<file path="src/rtl/isr_pkg.sv">
// Constants and types of the instrument status-reporting block.
// Assumes one clock; commands arrive already parsed as op codes.
package isr_pkg;
  // ----------------------------------------
  // Mask test event bit positions
  // ----------------------------------------
  localparam int TEV_W = 6;
  localparam int TEV_TEST_DONE = 0;
  localparam int TEV_TEST_FAIL = 1;
  localparam int TEV_LOW_AMP = 2;
  localparam int TEV_HIGH_AMP = 3;
  localparam int TEV_ALIGN_DONE = 4;
  localparam int TEV_ALIGN_FAIL = 5;
  // ----------------------------------------
  // Operation status and status byte
  // ----------------------------------------
  localparam int OP_W = 16;
  localparam int OP_ACQ_BIT = 0;
  localparam int OP_ARM_BIT = 5;
  localparam int OP_MASK_BIT = 9;
  localparam int OP_AUTO_BIT = 11;
  localparam int OP_OVLD_BIT = 12;
  localparam int STB_W = 8;
  localparam int STB_ADV_BIT = 0;
  localparam int STB_OUT_AVAIL_BIT = 4;
  localparam int STB_RQS_BIT = 6;
  localparam int STB_OPSUM_BIT = 7;
  // ----------------------------------------
  // Error queue
  // ----------------------------------------
  localparam int ERR_DEPTH = 30;
  localparam int ERR_CODES = 29;
  localparam int ERR_W = 16;
  localparam int ERR_IW = 5;
  localparam logic [15:0] ERR_OVERFLOW = 16'hFEA2;
  localparam logic [15:0] ERR_NONE = 16'h0000;
  // ----------------------------------------
  // Reset values and command codes
  // ----------------------------------------
  localparam logic [5:0] TEV_EN_RST = 6'h00;
  localparam logic [15:0] OP_EN_RST = 16'h0000;
  localparam logic [7:0] SRE_RST = 8'h00;
  typedef enum logic [3:0] {
    CMD_TEV_READ = 4'h0, CMD_TEV_EN_WR = 4'h1, CMD_TEV_EN_RD = 4'h2,
    CMD_OP_READ = 4'h3, CMD_OP_EN_WR = 4'h4, CMD_OP_EN_RD = 4'h5,
    CMD_ARM_READ = 4'h6, CMD_ACQ_READ = 4'h7, CMD_SRE_WR = 4'h8,
    CMD_STB_READ = 4'h9, CMD_ERR_READ = 4'hA, CMD_CLS = 4'hB,
    CMD_DSP_WR = 4'hC, CMD_ADV_WR = 4'hD, CMD_MSG_READ = 4'hE,
    CMD_NOP = 4'hF
  } isr_cmd_t;
endpackage : isr_pkg

</file>
<file path="src/rtl/isr_status.sv">
// Status-reporting core: event flags, enables, summaries, error queue.
// Assumes parsed commands and event pulses synchronous to clk.
`timescale 1ns/1ps
module isr_status #(
  parameter int OQ_W = 8,
  parameter int MSG_W = 16
) (
  input wire logic clk, // 100 MHz clock
  input wire logic rstn, // Sync reset, active low
  input wire logic [5:0] maskEvt, // Mask condition pulses
  input wire logic armedEvt, // Trigger armed pulse
  input wire logic acqDoneEvt, // Acquisition done pulse
  input wire logic autoTrigEvt, // Auto trigger pulse
  input wire logic overloadEvt, // Overload pulse
  input wire logic cmdValid, // Command strobe
  input wire logic [3:0] cmdOp, // Command code
  input wire logic [15:0] cmdData, // Command argument
  input wire logic msgTerm, // Program message terminator seen
  input wire logic errPush, // Error detected
  input wire logic [15:0] errCode, // Error code
  input wire logic outPush, // Byte into output queue
  input wire logic outPop, // Byte out of output queue
  output logic rspValid, // Query answer strobe
  output logic [15:0] rspData, // Query answer
  output logic srq // Service request
);
  // ----------------------------------------
  // Flag and enable registers
  // ----------------------------------------
  logic [5:0] tevReg, tevNext, tevEnReg, tevEnNext;
  logic armReg, armNext, acqReg, acqNext;
  logic autoReg, autoNext, ovldReg, ovldNext;
  logic [15:0] opEnReg, opEnNext;
  logic [7:0] sreReg, sreNext;
  logic advReg, advNext, termReg, termNext;
  logic [MSG_W-1:0] msgReg, msgNext;
  logic [OQ_W-1:0] oqReg, oqNext;
  logic [15:0] opVec;
  logic [7:0] stb;
  logic clsNow;

  function automatic logic isCmd(input logic v, input logic [3:0] op,
                                 input isr_pkg::isr_cmd_t c);
    isCmd = v && (op == c);
  endfunction : isCmd

  function automatic logic [4:0] wrapAdd(input logic [4:0] a, input logic [4:0] b);
    logic [5:0] s;
    s = {1'b0, a} + {1'b0, b};
    if (s >= 6'(isr_pkg::ERR_DEPTH)) s = s - 6'(isr_pkg::ERR_DEPTH);
    wrapAdd = s[4:0];
  endfunction : wrapAdd

  assign clsNow = isCmd(cmdValid, cmdOp, isr_pkg::CMD_CLS);

  always_comb begin
    opVec = 16'h0000;
    opVec[isr_pkg::OP_ACQ_BIT] = acqReg;
    opVec[isr_pkg::OP_ARM_BIT] = armReg;
    opVec[isr_pkg::OP_MASK_BIT] = |(tevReg & tevEnReg);
    opVec[isr_pkg::OP_AUTO_BIT] = autoReg;
    opVec[isr_pkg::OP_OVLD_BIT] = ovldReg;
    stb = 8'h00;
    stb[isr_pkg::STB_ADV_BIT] = advReg;
    stb[isr_pkg::STB_OUT_AVAIL_BIT] = (oqReg != '0);
    stb[isr_pkg::STB_OPSUM_BIT] = |(opVec & opEnReg);
    stb[isr_pkg::STB_RQS_BIT] = |(stb & sreReg);
  end
  assign srq = stb[isr_pkg::STB_RQS_BIT];

  always_comb begin
    // Sets win over clears in the same cycle
    tevNext = tevReg;
    if (isCmd(cmdValid, cmdOp, isr_pkg::CMD_TEV_READ) || clsNow) tevNext = 6'h00;
    tevNext = tevNext | maskEvt;
    armNext = (armReg && !(isCmd(cmdValid, cmdOp, isr_pkg::CMD_ARM_READ) || clsNow))
              || armedEvt;
    acqNext = (acqReg && !(isCmd(cmdValid, cmdOp, isr_pkg::CMD_ACQ_READ) || clsNow))
              || acqDoneEvt;
    autoNext = (autoReg && !(isCmd(cmdValid, cmdOp, isr_pkg::CMD_OP_READ) || clsNow))
               || autoTrigEvt;
    ovldNext = (ovldReg && !(isCmd(cmdValid, cmdOp, isr_pkg::CMD_OP_READ) || clsNow))
               || overloadEvt;
    tevEnNext = tevEnReg;
    if (isCmd(cmdValid, cmdOp, isr_pkg::CMD_TEV_EN_WR)) tevEnNext = cmdData[5:0];
    opEnNext = opEnReg;
    if (isCmd(cmdValid, cmdOp, isr_pkg::CMD_OP_EN_WR)) opEnNext = cmdData;
    sreNext = sreReg;
    if (isCmd(cmdValid, cmdOp, isr_pkg::CMD_SRE_WR)) sreNext = cmdData[7:0];
    sreNext[isr_pkg::STB_RQS_BIT] = 1'b0;
    msgNext = msgReg;
    advNext = advReg;
    if (clsNow) begin
      msgNext = '0;
      advNext = 1'b0;
    end
    if (isCmd(cmdValid, cmdOp, isr_pkg::CMD_DSP_WR)) msgNext = cmdData[MSG_W-1:0];
    if (isCmd(cmdValid, cmdOp, isr_pkg::CMD_ADV_WR)) begin
      msgNext = cmdData[MSG_W-1:0];
      advNext = 1'b1;
    end
    termNext = msgTerm ? 1'b1 : (cmdValid ? 1'b0 : termReg);
    oqNext = oqReg;
    if (outPop && oqReg != '0) oqNext = oqNext - 1'b1;
    if (outPush && oqNext != '1) oqNext = oqNext + 1'b1;
    if (clsNow && termReg) oqNext = '0;
  end

  always_ff @(posedge clk) begin
    if (!rstn) begin
      tevReg <= 6'h00;
      armReg <= 1'b0;
      acqReg <= 1'b0;
      autoReg <= 1'b0;
      ovldReg <= 1'b0;
      tevEnReg <= isr_pkg::TEV_EN_RST;
      opEnReg <= isr_pkg::OP_EN_RST;
      sreReg <= isr_pkg::SRE_RST;
      msgReg <= '0;
      advReg <= 1'b0;
      termReg <= 1'b0;
      oqReg <= '0;
    end else begin
      tevReg <= tevNext;
      armReg <= armNext;
      acqReg <= acqNext;
      autoReg <= autoNext;
      ovldReg <= ovldNext;
      tevEnReg <= tevEnNext;
      opEnReg <= opEnNext;
      sreReg <= sreNext;
      msgReg <= msgNext;
      advReg <= advNext;
      termReg <= termNext;
      oqReg <= oqNext;
    end
  end

  // ----------------------------------------
  // Error queue
  // ----------------------------------------
  logic [15:0] errMem [isr_pkg::ERR_DEPTH];
  logic [15:0] errMemNext [isr_pkg::ERR_DEPTH];
  logic [4:0] errHead, errHeadNext, errCnt, errCntNext, errTail;
  logic errMark, errMarkNext;
  logic [15:0] errRdVal;
  logic errRd;

  assign errRd = isCmd(cmdValid, cmdOp, isr_pkg::CMD_ERR_READ);

  always_comb begin
    errMemNext = errMem;
    errHeadNext = errHead;
    errCntNext = errCnt;
    errMarkNext = errMark;
    errRdVal = isr_pkg::ERR_NONE;
    errTail = 5'h00;
    if (errRd && errCnt != 5'h00) begin
      errRdVal = errMem[errHead];
      errHeadNext = wrapAdd(errHead, 5'h01);
      errCntNext = errCnt - 5'h01;
      if (errCntNext == 5'h00) begin
        errHeadNext = 5'h00;
        errMarkNext = 1'b0;
      end
    end
    if (errPush && !errMarkNext) begin
      errTail = wrapAdd(errHeadNext, errCntNext);
      if (errCntNext < 5'(isr_pkg::ERR_CODES)) begin
        errMemNext[errTail] = errCode;
        errCntNext = errCntNext + 5'h01;
      end else begin
        errMemNext[errTail] = isr_pkg::ERR_OVERFLOW;
        errCntNext = 5'(isr_pkg::ERR_DEPTH);
        errMarkNext = 1'b1;
      end
    end
    if (clsNow) begin
      errHeadNext = 5'h00;
      errCntNext = 5'h00;
      errMarkNext = 1'b0;
    end
  end

  always_ff @(posedge clk) begin
    if (!rstn) begin
      errHead <= 5'h00;
      errCnt <= 5'h00;
      errMark <= 1'b0;
    end else begin
      errHead <= errHeadNext;
      errCnt <= errCntNext;
      errMark <= errMarkNext;
    end
    errMem <= errMemNext;
  end

  // ----------------------------------------
  // Query answers
  // ----------------------------------------
  logic rspValidNext;
  logic [15:0] rspDataNext;

  always_comb begin
    rspValidNext = cmdValid;
    rspDataNext = 16'h0000;
    unique case (cmdOp)
      isr_pkg::CMD_TEV_READ: rspDataNext = {10'h000, tevReg};
      isr_pkg::CMD_TEV_EN_RD: rspDataNext = {10'h000, tevEnReg};
      isr_pkg::CMD_OP_READ: rspDataNext = opVec;
      isr_pkg::CMD_OP_EN_RD: rspDataNext = opEnReg;
      isr_pkg::CMD_ARM_READ: rspDataNext = {15'h0000, armReg};
      isr_pkg::CMD_ACQ_READ: rspDataNext = {15'h0000, acqReg};
      isr_pkg::CMD_STB_READ: rspDataNext = {8'h00, stb};
      isr_pkg::CMD_ERR_READ: rspDataNext = errRdVal;
      isr_pkg::CMD_MSG_READ: rspDataNext = 16'(msgReg);
      default: rspValidNext = 1'b0;
    endcase
  end

  always_ff @(posedge clk) begin
    if (!rstn) begin
      rspValid <= 1'b0;
      rspData <= 16'h0000;
    end else begin
      rspValid <= rspValidNext;
      rspData <= rspDataNext;
    end
  end
endmodule : isr_status

</file>
<file path="config.mk">
export PLATFORM = sky130hd
export DESIGN_NAME = isr_status
export DESIGN_NICKNAME = d
export VERILOG_FILES = /design/src/rtl/isr_pkg.sv /design/src/rtl/isr_status.sv
export SDC_FILE = /design/constraint.sdc
export NUM_CORES = 1
export LEC_CHECK = 0
export BUFFER_PORTS_ARGS = -buffer_cell sky130_fd_sc_hd__buf_2
export CORE_MARGIN = 4
export CORE_UTILIZATION = 42
export DETAILED_ROUTE_END_ITERATION = 10
export PLACE_DENSITY = 0.71
export SETUP_SLACK_MARGIN = 0.2
export SYNTH_ARGS = -nofsm -noshare
export SYNTH_HDL_FRONTEND = slang
export SYNTH_SLANG_ARGS = --single-unit
</file>
<file path="constraint.sdc">
create_clock -name clk -period 7.12 [get_ports clk]
set_clock_uncertainty 0.2 [all_clocks]
set_input_delay 0 -clock clk [delete_from_list [all_inputs] [get_ports clk]]
set_output_delay 0 -clock clk [all_outputs]
set_load 0.01 [all_outputs]
</file>
==> results by group <==
Outcome
  – Status: complete, no violations

Yosys
  – Asr flop ratio synth: 0%
  – Synth area leaders: edfxtp_1, a22o_1, mux4_2
  – Main synth FF type: edfxtp_1
  – Mapped Nets: 2,309
  – Area of the mapped netlist: 30,400 um^2
  – YS warnings: 0
  – Distinct cells, synth: 98
  – Area leader, netlist: edfxtp_1
  – Mapped Cells: 2,240
  – Post-synth EDFFs: 480
  – Synth cell count leaders: edfxtp_1, a22o_1, mux2i_1
  – Seq/Total Area, Yosys: 53.3%
  – Register bit total from synthesis: 569
  – Most numerous cell in the Yosys netlist: edfxtp_1
  – Yosys top cell area share: 47.5%
  – Syn avg cell area: 13.6 um^2

Worst hold path
  – Hold/Removal Path Class: input pin to register
  – Worst hold path startpoint: cmdData[10]

Route
  – # DRC: 0
  – Post-route antenna net violation count: 0
  – Via count: 22,300
  – Routed WL: 93,100 um
  – Drt wl/cell: 27.7 um
  – Vias/cell: 6.63
  – TritonRoute pass-1 iters: 6
  – Detailed Route Iter0 Violations: 3,628

Power and ir drop
  – Leak: 0.0123 uW
  – Max IR drop VDD: 201 uV
  – P_int: 5730 uW
  – Switch share: 25.6%
  – Power Total: 7700 uW
  – Clk pwr share: 40.7%
  – Flop pwr share: 48.1%
  – Gate power share: 11.2%
  – Switch Pwr: 1970 uW
  – P per Cell Area: 220 nW/um^2

Timing
  – Final Hold Fails: 0
  – Worst hold slack: 25.1 ps
  – Slew headroom: 15.9%
  – Setup TNS: 0 ps
  – Fin crit period: 6470 ps
  – Max frequency: 155 MHz
  – Final setup fails: 0
  – Final Cycle Share: 90.9%
  – Max-slew violations: 0
  – Unrepaired setup endpoints after global routing: no
  – Worst-margin pin slew: 1260 ps

Clocking
  – CTS Buf Count: 59
  – CTS tree: done
  – CTS sink count: 569
  – Number of buffers added for setup after CTS: 0
  – Clock buffer depth: 3
  – Clk Latency, worst-skew pair: 650 ps
  – Clock transition at the registers of the reported paths: 60 ps
  – H-Tree Depth: 2
  – Root Buffer: clkbuf_16

Cells and area
  – ANT cells: 0
  – P&R area growth vs syn: 15.1%
  – Fin cells: 3,362
  – Nets@finish: 2,433
  – Post-route cell area: 35,000 um^2
  – Fraction of layout cells with a size suffix above 1: 21.6%

Floorplanning
  – Die span in x: 277 um
  – Height of the die: 277 um
  – Site Rows: 98
  – Full die area: 76,700 um^2
  – Core Region: 71,600 um^2
  – I/O pin cnt: 71
  – Starting Density: 42.4%

Global route
  – GR Util All Layers: 23.4%
  – Vias in the first global route: 21,900
  – Initial antenna violation count: 3
  – Global route overflow: 0
  – Largest net degree at the start of global routing: 136
  – First-pass GRT wire length: 141,000 um

Setup path
  – Crit-path max FO: 15
  – CP Launch Type: register
  – CP Class: register to register
  – CP startpoint: errCnt[0]
  – FF-to-FF Start: errCnt[0]
  – CP arrival: 6600 ps
  – Critical Path End Type: register
  – Critical Path RT: 7250 ps

Placement
  – GP Congestion: 0.883
  – Dpl cells: 3,129
  – Post-DP HPWL: 58,700 um
  – Area post-placement: 31,800 um^2
  – Quantity of I/O buffers inserted on ports: 70

Flow run
  – Max Cap Viol: 0
## cell families after synthesis
| group | synth area share, % |
|---|---|
| AOI/OAI and AO/OA | 17.6 |
| xor gates and xnor gates | 0.284 |
| adders and majority gates | 0.684 |
| buffers and inverters | 3.72 |
| DFF | 53.3 |
| muxes | 15.4 |
| and+or+nand+nor | 9.01 |
## placed cells by master, fill, tap and decap left out, types with 33 or more instances in the layout
master	count
a21oi_1	57
a21oi_2	38
a22o_1	289
a32o_1	48
buf_2	70
buf_4	75
clkbuf_16	59
dfxtp_1	86
dlygate4sd3_1	124
edfxtp_1	480
mux2i_1	206
mux4_2	112
nand2_1	188
nor2_1	62
o21ai_0	33
## metrics by stage
step           util (%)  worst slack [ps]
6_report           48.8               650
5_1_grt            48.8               242
4_1_cts            48.8               614
3_5_place_dp       44.4               667
3_3_place_gp       44.4               832
2_1_floorplan         -               442
## timing repair
action / in CTS / in global routing
hold buffers: 124 / 0
hold endpoints to repair: 211 / 0
gates resized for setup: 0 / 1
setup endpoints to repair: 0 / 4
## registers in the layout, indices dropped and copies added (netlist names), 3 cells and up
| signal | cells |
|---|---|
| errMem | 480 |
| msgReg | 16 |
| errHead | 5 |
| rspData | 16 |
| tevReg | 6 |
| sreReg | 3 |
| errCnt | 5 |
| tevEnReg | 6 |
| opEnReg | 16 |
| oqReg | 8 |
## critical path, stage by stage (launching register included)
cell and delay, ps:
dfxtp_1 470, inv_1 140, ha_1 280, o41ai_1 660
and2_1 330, nand2b_1 150, o21ai_0 110, ha_1 320
fa_1 510, xor2_2 320, ha_1 350, a21oi_1 150
or4b_1 530, o211ai_4 480, nand4_4 360, a21oi_2 460
buf_4 300
## worst paths after layout
path	cells past startpoint	slack (ps)	endpoint
max reg2reg	16	650	errMem[446]
min	4	30	opEnReg[10]
max	16	650	errMem[446]
min reg2reg	2	260	errMark
## metal layers
layer | vias to the layer above | wire length, um | global-route usage (%) | share of wire, %
met5 | - | 13 | 0 | 0.014
met4 | 2 | 2700 | 6.37 | 2.9
met2 | 1472 | 42500 | 36.4 | 46
li1 | 9371 | - | - | -
met3 | 205 | 10800 | 5.87 | 12
met1 | 11200 | 37000 | 32.9 | 40
## power by group through the flow
stage	registers, uW	clock network, uW	logic (uW)
finish	3700	3140	864
global route	3700	3300	913
CTS	3700	3160	836
detailed placement	3770	0	777
global placement	3760	0	755
floorplan	3740	0	549
## area by class of cell
type / instances / area [um^2]
clock buffer: 68 / 1510
clock inverter: 41 / 413
fill: 6031 / 36700
inverter: 20 / 75.1
multi-input combinational: 1438 / 13300
sequential: 569 / 16200
tap: 950 / 1190
timing repair buffer: 276 / 2290
Power figures use the tool's default switching activity.
